## src/design/supervisor_pkg.sv

```systemverilog
package supervisor_pkg;
  localparam int unsigned CLK_HZ         = 40_000_000;
  localparam int unsigned RESET_STRETCH_MS = 200;
  localparam int unsigned BROWNOUT_EXT_MS  = 140;
  localparam int unsigned WATCHDOG_MS      = 1600;
  localparam int unsigned CNT_W          = 32;
  localparam int unsigned MS_DIV         = CLK_HZ / 1000;
  localparam logic [CNT_W-1:0] MS_DIV_LAST = CNT_W'(MS_DIV - 1);
  localparam logic [15:0] RESET_STRETCH_TICKS = 16'(RESET_STRETCH_MS);
  localparam logic [15:0] BROWNOUT_EXT_TICKS  = 16'(BROWNOUT_EXT_MS);
  localparam logic [15:0] WATCHDOG_TICKS      = 16'(WATCHDOG_MS);
  localparam logic [15:0] TICKS_ZERO          = 16'h0000;
  localparam logic [15:0] TICK_ONE            = 16'h0001;
  localparam logic [CNT_W-1:0] DIV_ZERO       = 32'h0000_0000;
  localparam logic [CNT_W-1:0] DIV_ONE        = 32'h0000_0001;
  localparam logic [1:0]  SYNC_RESET          = 2'h0;
endpackage : supervisor_pkg

```

## src/design/sync_if.sv

```systemverilog
`timescale 1ns/10ps
`default_nettype none
interface sync_if;
  logic d;
  logic q;
  modport src (output d, input q);
  modport dst (input d, output q);
endinterface : sync_if
`default_nettype wire

```

## src/design/bit_sync.sv

```systemverilog
`timescale 1ns/10ps
`default_nettype none
module bit_sync
  import supervisor_pkg::*;
(
  input  wire logic clock_in,
  input  wire logic nrst_in,
  sync_if.dst       s
);
  typedef struct packed {
    logic [1:0] stage;
  } sync_state_t;
  sync_state_t st_q;
  sync_state_t st_d;

  always_comb begin
    st_d = st_q;
    st_d.stage = {st_q.stage[0], s.d};
  end

  always_ff @(posedge clock_in or negedge nrst_in) begin
    if (!nrst_in) begin
      st_q.stage <= SYNC_RESET;
    end else begin
      st_q <= st_d;
    end
  end

  assign s.q = st_q.stage[1];
endmodule // bit_sync
`default_nettype wire

```

## src/design/supply_supervisor_reset_watchdog.sv

```systemverilog
`timescale 1ns/10ps
`default_nettype none
module supply_supervisor_reset_watchdog
  import supervisor_pkg::*;
#(
  parameter bit          HAS_WATCHDOG = 1'b1,
  parameter int unsigned MS_CYCLES    = MS_DIV
) (
  input  wire logic clock_in,
  input  wire logic nrst_in,
  input  wire logic supply_low_in,
  input  wire logic manual_reset_req_n_in,
  input  wire logic power_fail_sense_in,
  input  wire logic watchdog_toggle_in,
  input  wire logic watchdog_float_in,
  output var  logic reset_n_out,
  output var  logic reset_out,
  output var  logic power_fail_flag_n_out,
  output var  logic watchdog_expired_n_out
);
  import supervisor_pkg::*;

  localparam logic [CNT_W-1:0] MS_LAST = CNT_W'(MS_CYCLES - 1);

  // reset pulse phases: held by a trigger, counting out, or released
  typedef enum logic [1:0] {
    RST_HOLD,
    RST_STRETCH,
    RST_DONE
  } rst_phase_t;

  typedef struct packed {
    rst_phase_t       rst_phase;
    logic [CNT_W-1:0] div;
    logic [15:0]      rst_ms;
    logic [15:0]      wd_ms;
    logic             wd_expired;
    logic             toggle_prev;
    logic             reset_n;
    logic             reset_hi;
    logic             pf_n;
    logic             wdo_n;
  } sup_state_t;

  sup_state_t st_q;
  sup_state_t st_d;

  logic supply_low_s;
  logic manual_n_s;
  logic pf_sense_s;
  logic toggle_s;
  logic float_s;

  sync_if sync_sl ();
  sync_if sync_mr ();
  sync_if sync_pf ();
  sync_if sync_tg ();
  sync_if sync_fl ();

  assign sync_sl.d = supply_low_in;
  assign sync_mr.d = manual_reset_req_n_in;
  assign sync_pf.d = power_fail_sense_in;
  assign sync_tg.d = watchdog_toggle_in;
  assign sync_fl.d = watchdog_float_in;
  assign supply_low_s = sync_sl.q;
  assign manual_n_s   = sync_mr.q;
  assign pf_sense_s   = sync_pf.q;
  assign toggle_s     = sync_tg.q;
  assign float_s      = sync_fl.q;

  // all analog and pin flags cross two flip-flops first
  bit_sync u_sync_sl (
    .clock_in (clock_in),
    .nrst_in  (nrst_in),
    .s        (sync_sl)
  );

  bit_sync u_sync_mr (
    .clock_in (clock_in),
    .nrst_in  (nrst_in),
    .s        (sync_mr)
  );

  bit_sync u_sync_pf (
    .clock_in (clock_in),
    .nrst_in  (nrst_in),
    .s        (sync_pf)
  );

  bit_sync u_sync_tg (
    .clock_in (clock_in),
    .nrst_in  (nrst_in),
    .s        (sync_tg)
  );

  bit_sync u_sync_fl (
    .clock_in (clock_in),
    .nrst_in  (nrst_in),
    .s        (sync_fl)
  );

  logic ms_tick;
  logic trigger;
  logic stretch_last;
  logic wd_edge;
  logic wd_last;
  logic wd_clear;
  logic wd_active;

  always_comb begin
    st_d = st_q;

    // millisecond timebase, free running
    ms_tick  = (st_q.div == MS_LAST);
    st_d.div = ms_tick ? DIV_ZERO : st_q.div + DIV_ONE;

    // low supply or a held request keeps the pulse going
    trigger      = supply_low_s || !manual_n_s;
    stretch_last = (st_q.rst_ms == TICK_ONE);

    // reset stretcher; a watchdog timeout is never one of its inputs
    unique case (st_q.rst_phase)
      RST_HOLD: begin
        st_d.rst_ms = RESET_STRETCH_TICKS;
        if (!trigger) begin
          st_d.rst_phase = RST_STRETCH;
        end
      end
      RST_STRETCH: begin
        if (trigger) begin
          // a brownout mid-pulse restarts the full stretch, beyond the extension
          st_d.rst_ms    = RESET_STRETCH_TICKS;
          st_d.rst_phase = RST_HOLD;
        end else if (ms_tick) begin
          st_d.rst_ms = st_q.rst_ms - TICK_ONE;
          if (stretch_last) begin
            st_d.rst_phase = RST_DONE;
          end
        end
      end
      RST_DONE: begin
        st_d.rst_ms = TICKS_ZERO;
        if (trigger) begin
          st_d.rst_ms    = RESET_STRETCH_TICKS;
          st_d.rst_phase = RST_HOLD;
        end
      end
      default: begin
        st_d.rst_ms    = RESET_STRETCH_TICKS;
        st_d.rst_phase = RST_HOLD;
      end
    endcase

    // reset_n follows the next phase; reset_hi does too only when HAS_WATCHDOG is clear, else it stays low
    st_d.reset_n  = (st_d.rst_phase == RST_DONE);
    st_d.reset_hi = HAS_WATCHDOG ? 1'b0 : (st_d.rst_phase != RST_DONE);

    // comparator flag is low while the sense input is high
    st_d.pf_n = !pf_sense_s;

    // watchdog: every edge on the toggle input restarts the count
    st_d.toggle_prev = toggle_s;
    wd_edge   = (toggle_s != st_q.toggle_prev);
    wd_clear  = !st_q.reset_n || float_s || wd_edge;
    wd_active = HAS_WATCHDOG;
    wd_last   = (st_q.wd_ms == WATCHDOG_TICKS - TICK_ONE);
    if (!wd_active || wd_clear) begin
      st_d.wd_ms      = TICKS_ZERO;
      st_d.wd_expired = 1'b0;
    end else if (ms_tick && !st_q.wd_expired) begin
      if (wd_last) begin
        // the count parks here; only a clear releases the output
        st_d.wd_expired = 1'b1;
      end else begin
        st_d.wd_ms = st_q.wd_ms + TICK_ONE;
      end
    end

    // low supply pulls the output low with no minimum width
    st_d.wdo_n = !wd_active || !(st_d.wd_expired || supply_low_s);
  end

  always_ff @(posedge clock_in or negedge nrst_in) begin
    if (!nrst_in) begin
      // power-up starts a full stretch, as a released trigger would
      st_q.rst_phase   <= RST_STRETCH;
      st_q.div         <= DIV_ZERO;
      st_q.rst_ms      <= RESET_STRETCH_TICKS;
      st_q.wd_ms       <= TICKS_ZERO;
      st_q.wd_expired  <= 1'b0;
      st_q.toggle_prev <= 1'b0;
      st_q.reset_n     <= 1'b0;
      st_q.reset_hi    <= !HAS_WATCHDOG;
      st_q.pf_n        <= 1'b1;
      st_q.wdo_n       <= 1'b1;
    end else begin
      st_q <= st_d;
    end
  end

  // every output is a register field
  assign reset_n_out            = st_q.reset_n;
  assign reset_out              = st_q.reset_hi;
  assign power_fail_flag_n_out  = st_q.pf_n;
  assign watchdog_expired_n_out = st_q.wdo_n;
endmodule // supply_supervisor_reset_watchdog
`default_nettype wire

```

## config.mk

```make
export PLATFORM = sky130hd
export DESIGN_NAME = supply_supervisor_reset_watchdog
export DESIGN_NICKNAME = d
export VERILOG_FILES = /design/src/design/supervisor_pkg.sv /design/src/design/sync_if.sv /design/src/design/bit_sync.sv /design/src/design/supply_supervisor_reset_watchdog.sv
export SDC_FILE = /design/constraint.sdc
export NUM_CORES = 1
export LEC_CHECK = 0
export BUFFER_PORTS_ARGS = -buffer_cell sky130_fd_sc_hd__buf_2
export CORE_MARGIN = 1.5
export CORE_UTILIZATION = 29
export DETAILED_ROUTE_END_ITERATION = 6
export GPL_ROUTABILITY_DRIVEN = 0
export PLACE_DENSITY = 0.54
export SLEW_MARGIN = 10
export SYNTH_ARGS = -nofsm -noshare
export SYNTH_HDL_FRONTEND = slang
export SYNTH_HIERARCHICAL = 1
export SYNTH_SLANG_ARGS = --single-unit
```

## constraint.sdc

```tcl
create_clock -name clock_in -period 2.95 [get_ports clock_in]
set_clock_uncertainty 0.1 [all_clocks]
set_input_delay 0.7375 -clock clock_in [delete_from_list [all_inputs] [get_ports clock_in]]
set_output_delay 0.7375 -clock clock_in [all_outputs]
set_load 0.1 [all_outputs]
```

After elaboration in Yosys (flattened, before gate mapping)
Cells that the tools add are included.
{"block": "word_totals", "wordCells": 54, "output_inout_bits": 4, "reg_bits": 81}
{"block": "classes", "n_reduce_logical": 13, "addsub": 3, "muxes": 15, "eq_ne": 9}
{"cell": "two-way mux 16 bit", "count": 3}
{"cell": "two-way mux 17 bit", "count": 2}
{"cell": "adder 32 x 1 -> 32 bit, second input constant", "count": 1}
{"cell": "equality test 32 x 16 -> 1 bit, second input constant", "count": 1}
{"cell": "two-way mux 32 bit", "count": 1}
{"cell": "case mux 16 bit (2 select lines)", "count": 1}
{"cell": "adder 16 x 1 -> 16 bit, second input constant", "count": 1}
{"cell": "equality test 16 x 1 -> 1 bit, second input constant", "count": 1}
{"cell": "equality test 16 x 11 -> 1 bit, second input constant", "count": 1}
{"cell": "subtractor 16 x 1 -> 16 bit, second input constant", "count": 1}
{"cell": "two-way mux 2 bit", "count": 5}
{"cell": "two-way mux 8 bit", "count": 1}
{"cell": "case mux 2 bit (3 select lines)", "count": 1}
{"cell": "zero test 1 bit", "count": 5}
{"cell": "equality test 2 bit, second input constant", "count": 2}
{"cell": "logical OR 1 bit", "count": 4}
{"cell": "inequality test 3 bit, second input constant", "count": 1}
{"cell": "equality test 2 x 1 -> 1 bit, second input constant", "count": 1}
{"cell": "zero test 2 bit", "count": 1}
{"cell": "inequality test 2 x 1 -> 1 bit, second input constant", "count": 1}
{"cell": "AND reduction 2 bit", "count": 1}
{"cell": "nonzero test 2 bit", "count": 1}
{"cell": "logical AND 1 bit", "count": 1}
{"cell": "two-way mux 1 bit", "count": 1}
{"cell": "inequality test 1 bit", "count": 1}

Longest topological paths before layout
Gate-level depths: netlist of the first run.
{"block": "depth", "depth_word": 6, "ltp_mapped": 8}

Cells and area by module
The synthesis of the first run kept the hierarchy.
{"mod": "supply_supervisor_reset_watchdog", "cells_per_inst": 405, "seq_area_each_um2": 1784.2, "n_inst": 1, "area_each_um2": 3799.9}
{"mod": "bit_sync", "cells_per_inst": 2, "seq_area_each_um2": 50.0, "n_inst": 5, "area_each_um2": 50.0}

Worst setup path after synthesis of the first run
OpenSTA, ideal clock, no wires.
{"block": "synth_path", "path_kind": "register to register", "startpoint": "register st_q[45] (netlist name)", "endpoint": "register st_q[18] (netlist name)", "stages_incl_launch_ff": 7, "required_ns": 2.772, "arrival_time_ns": 2.109, "setup_slack_ns": 0.663, "period_less_slack_ns": 2.287, "setup_ns": 0.078, "cell_sequence": "dfrtp_1 -> nor4_2 -> nand4_1 -> or4b_4 -> buf_6 -> or4_1 -> a21oi_1"}

==> flow_summary.yaml, run 1 <==
sta:
  finalHoldViolCount: 0
  fin_hold_ws_ns: 0.246
  setup-violations-final: 0
  rsz0062_at_grt: "no"
  period_minus_slack_ns: 2.61
  setup_tns_ns: 0
  worstMarginPinSlew_ns: 0.722
  clock.fmax_ghz: 0.383
  fin_crit_sh_pct: 88.6
  drv_slew: 0
  slew_headroom_pct: 51.8
drt:
  wl_met1_mm: 4.21
  wl_met3_um: 240
  detail-route-antenna-nets: 0
  via_per_inst: 5.24
  wl_per_cell_um: 14.2
  drc: 0
  dr.pass1.iters: 4
  drt_wl_total_mm: 8.70
  routed-via-count: 3209
  top_layer_used: "met4"
  drtIter0Drc: 134
  wl_met2_mm: 4.16
placed_design:
  dpl-instance-area_um2: 4350
  port_buffers: 9
  place_inst: 596
  dp_hpwl_mm: 6.01
synthesis:
  synth.top_cells.by_area: "dfrtp_1, a21oi_1, dfstp_2, xnor2_1, nand4_1"
  yosysTopAreaCell: "dfrtp_1"
  avgSynthCellArea_um2: 9.76
  ys.flop_type: "dfrtp_1"
  yosysWarnings: 6
  synth.top_cell.area_share_pct: 46.3
  yosysMostFrequentCell: "dfrtp_1"
  seq_area_frac_synth_pct: 50.2
  ys_ff_latch: 81
  synth_edf_count: 0
  synth_common_cells: "dfrtp_1, a21oi_1, nand2_1, nor2_1, nand3_1"
  synthesis.nets: 430
  synthCells: 415
  mappedNetlistArea_um2: 4050
  yosysUniqueCellTypes: 50
  async_flop_share_pct: 100
worst_setup_path:
  cp.required_ns: 3.09
  reg2reg_depth: 5
  worst-path-max-fanout: 14
  critPathLaunchType: "flop"
  worstPathArrival_ns: 2.76
  crit_type: "reg2reg"
  crit_path_end_kind: "flop"
global_route:
  grt_pass1_vias: 3204
  grt_util_all_layers_pct: 13.1
  grt_pass1_wl_mm: 15.4
  grt_max_degree: 37
  antenna_found_initial: 0
  grt-ovfl-total: 0
pwr:
  leakagePower_nw: 1.83
  irDropWorstVdd_mv: 0.355
  finalPower_w: 0.00260
  powerDensity_nw_per_um2: 561
clocking:
  cts.hold.buffers_added: 0
  clock-sinks: 81
  post_cts_buffers: 0
  htree_levels: 3
  ctsResizeCount: 0
  ctsRootBufferMaster: "clkbuf_16"
  cts_tree: "built"
  cts_made_buffers: 9
  clock_path_buffers: 2
  clk_latency_ns: 0.34
  clk_pin_slew_ns: 0.07
final_layout:
  nets: 446
  diodes: 0
  synthToLayoutAreaGrowth_pct: 14.5
  fin_area_um2: 4640
  final-instance-count-excl-fill: 612
  drive_gt1_share_pct: 11.5
hold_path:
  holdCritPathClass: "in2async"
floorplanning:
  boundaryPins: 11
  fp.coreArea_um2: 13500
  fp-row-count: 42
  dieWidth_um: 121
  initial_utilization_pct: 30.1
  die_h_um: 121
  die_area_um2: 14700
run_status:
  status: "completed"
job:
  maxCapViolCount: 0
-- metrics by stage --
stage	worst slack, ns	utilization (%)
finish	0.337	34.5
global route	0.171	34.5
CTS	0.338	34.5
detailed placement	0.356	32.3
global placement	0.364	32.3
floorplan	0.663	-
-- final timing paths --
| kind | startpoint | to | slack (ns) |
|---|---|---|---|
| max in group asynchronous | nrst_in | st_q[55] | 1.89 |
| hold / removal | nrst_in | st_q[36] | 0.25 |
| hold reg to reg | u_sync_pf/st_q[1] | power_fail_flag_n_out | 0.25 |
| setup reg to reg | st_q[44] | st_q[21] | 0.34 |
| setup / recovery | st_q[44] | st_q[21] | 0.34 |
| min in group clock_in | u_sync_pf/st_q[1] | power_fail_flag_n_out | 0.25 |
-- cell families (layout without fill, tap and decap cells) --
family                     count (synthesis)  count (layout)  synth area share (%)
AOI/OAI and AO/OA                         82              82                  12.3
other                                      1               1                0.0926
DFF                                       81              81                  50.2
buffers and inverters                     27              48                  2.78
and+or+nand+nor                          188             188                  26.0
muxes                                      1               1                 0.247
adders and majority gates                  8               8                  2.47
xor gates and xnor gates                  27              27                  5.84
-- state kept, by name (all words and copies together) (netlist names) --
register / count
st_q: 68
u_sync_fl/st_q: 2
u_sync_mr/st_q: 2
u_sync_pf/st_q: 2
u_sync_sl/st_q: 2
u_sync_tg/st_q: 2
power_fail_flag_n_out: 1
reset_n_out: 1
watchdog_expired_n_out: 1
-- routing by layer --
metal	up-vias	global-route usage, %
met4	0	4.41
met2	48	20.9
met5	-	0
met3	8	2.91
li1	1573	-
met1	1580	17.5
-- final cells by class --
cell class / instances / area (um2)
clock inverter: 7 / 67.6
sequential: 81 / 2030
multi-input combinational: 307 / 1900
tap: 176 / 220
inverter: 12 / 45.0
fill: 1388 / 8810
timing repair buffer: 20 / 143
clock buffer: 9 / 225
-- worst max-delay path, stage by stage (launching register included) --
cell	delay, ns
dfrtp_1	0.46
nor4_1	0.48
nand2_1	0.18
or4b_4	0.61
or4_1	0.52
a21oi_1	0.16
-- power by group --
part / internal (W) / switching, W / total, W
clock network: 0.000595 / 0.000497 / 0.00109
registers: 0.00116 / 0.0000437 / 0.00121
logic: 0.000105 / 0.000201 / 0.000306
total: 0.00186 / 0.000741 / 0.00260
-- cells in the final DEF, fill, tap and decap left out, types with 3 or more instances in the layout --
cell,instances
o21ai_0,16
and2_1,3
nor2_1,29
ha_1,8
buf_2,8
xnor2_1,18
clkbuf_16,9
nand2_1,32
a21oi_1,35
o32ai_1,3
nand4b_1,3
o31ai_1,11
buf_4,11
dfrtp_1,75
nand3b_1,3
nand3_1,22
nor4_1,12
inv_8,3
xor2_1,9
or3_1,6
nor3_1,17
or4_1,15
nor2b_1,3
and3_1,9
dfstp_2,6
nand4_1,20
a31oi_1,5
inv_1,12
No activity file was read; power rests on OpenSTA's default activity.
==> inputs of run 2 (changes only) <==
--- a/config.mk
+++ b/config.mk
@@ -5,7 +5,8 @@
 export SDC_FILE = /design/constraint.sdc
 export NUM_CORES = 1
 export LEC_CHECK = 0
-export BUFFER_PORTS_ARGS = -buffer_cell sky130_fd_sc_hd__buf_2
+export BUFFER_PORTS_ARGS = -buffer_cell sky130_fd_sc_hd__buf_4
+export CAP_MARGIN = 20
 export CORE_MARGIN = 1.5
 export CORE_UTILIZATION = 29
 export DETAILED_ROUTE_END_ITERATION = 6
==> run 2 against run 1 <==
  * Non-clock buffer count decreased by 1
  * Maximum frequency increased by 0.30%
  * First-iteration DRC count increased by 46%
  * Critical path depth increased by 1
  * Flip-flop and latch count unchanged
  * Total power increased by 5.4%
==> flow_summary.yaml, run 2 (same netlist as run 1, synthesis figures left out) <==
global_route:
  grt_util_all_layers_pct: 13.3
  antenna_found_initial: 0
  grt-ovfl-total: 0
  grt_pass1_wl_mm: 15.6
  grt_max_degree: 58
  grt_pass1_vias: 3277
final_layout:
  multi_input_area_um2: 1900
  fillers: 1410
  nets: 445
  layout_commonest_cell: "dfrtp_1"
  final_cell_mix: "dfrtp_1, a21oi_1, nand2_1"
  drive_gt1_share_pct: 11.3
  top_register: "st_q"
  regArea_um2: 2030
  largest_register_ffs: 68
  synthToLayoutAreaGrowth_pct: 15.7
  diodes: 0
worst_setup_path:
  worstPathArrival_ns: 2.76
  worstReg2RegEnd: "st_q[27]"
  crit_path_end: "st_q[27]"
  crit_start: "st_q[62]"
  crit_path_end_kind: "flop"
  cpPeakStageDelay_ns: 0.61
  crit_type: "reg2reg"
  critPathBufInv: 1
  path_depth: 6
  cpMostUsedCell: "or3_1"
  path_cells: "nor4_1 > nand4bb_1 > or3_1 > buf_4 > or3_1 > a21oi_1"
  reg2reg_setup_slack_ns: 0.35
  critPathLaunchType: "flop"
  reg2reg_depth: 6
  worst-path-max-fanout: 14
  critPathTopFamily: "simple AND/OR/NAND/NOR gates"
  r2r_start: "st_q[62]"
  crit_path_top_delay_cell: "or3_1"
  cp.required_ns: 3.11
placed_design:
  pre_cts_ws_ns: 0.385
  port_buffers: 9
  dp_hpwl_mm: 5.86
sta:
  setup-violations-final: 0
  drv_slew: 0
  rsz0062_at_grt: "no"
  fin_crit_sh_pct: 88.3
  finalHoldViolCount: 0
  setup_ws_ns: 0.345
  fin_hold_ws_ns: 0.204
  worstMarginPinSlew_ns: 0.700
  period_minus_slack_ns: 2.60
  slew_headroom_pct: 53.2
  clock.fmax_ghz: 0.384
  setup_tns_ns: 0
floorplanning:
  die_area_um2: 14700
  die_h_um: 121
  boundaryPins: 11
  fp.coreArea_um2: 13500
  fp-row-count: 42
  dieWidth_um: 121
  initial_utilization_pct: 30.1
clocking:
  cts_tree: "built"
  clock_path_buffers: 2
  clock-sinks: 81
  clk_latency_ns: 0.34
  ctsRootBufferMaster: "clkbuf_16"
  ctsResizeCount: 0
  clk_pin_slew_ns: 0.06
  htree_levels: 3
  post_cts_buffers: 0
  cts.hold.buffers_added: 0
  cts_made_buffers: 9
drt:
  drtIter0Drc: 195
  drt_wl_total_mm: 8.64
  routed-via-count: 3227
  dr.pass1.iters: 5
  via_per_inst: 5.28
  wl_per_cell_um: 14.1
  detail-route-antenna-nets: 0
  drc: 0
job:
  maxCapViolCount: 0
pwr:
  powerDensity_nw_per_um2: 585
  irDropWorstVdd_mv: 0.338
  leakagePower_nw: 1.85
run_status:
  status: "completed"
hold_path:
  holdCritPathClass: "in2async"
[run 2: metrics by stage]
stage               utilization, %  area [um2]  power, W  instances
detailed placement            32.4        4360   0.00153        595
CTS                           34.8        4690   0.00278        611
finish                        34.8        4690   0.00274        611
global route                  34.8        4690   0.00286        611
global placement              32.4        4360   0.00153        595
floorplan                        -        4050   0.00143        415
[run 2: worst min path at each step]
stage,start,end,cells past startpoint
6_report,nrst_in,st_q[36],1
5_1_grt,nrst_in,st_q[26],1
4_1_cts,nrst_in,st_q[36],1
3_5_place_dp,u_sync_pf/st_q[0],u_sync_pf/st_q[1],0
3_3_place_gp,u_sync_tg/st_q[0],u_sync_tg/st_q[1],0
2_1_floorplan,u_sync_fl/st_q[0],u_sync_fl/st_q[1],0
[run 2: area by class of cell]
class | count | share of cell area [%]
multi-input combinational | 307 | 40.6
tap | 176 | 4.70
clock buffer | 9 | 4.81
sequential | 81 | 43.4
clock inverter | 7 | 2.22
inverter | 12 | 0.961
timing repair buffer | 19 | 3.31
[run 2: where the power goes]
part / total [W] / switching [W] / internal (W)
Clock: 0.00122 / 0.000474 / 0.000750
Combinational: 0.000314 / 0.000207 / 0.000107
Sequential: 0.00121 / 0.0000433 / 0.00116
[run 2: layer usage]
layer	track usage, %	part of all wire [%]
met1	17.3	47
met2	21.5	48
met3	2.87	3.4
met4	5.74	1.8
met5	0	0
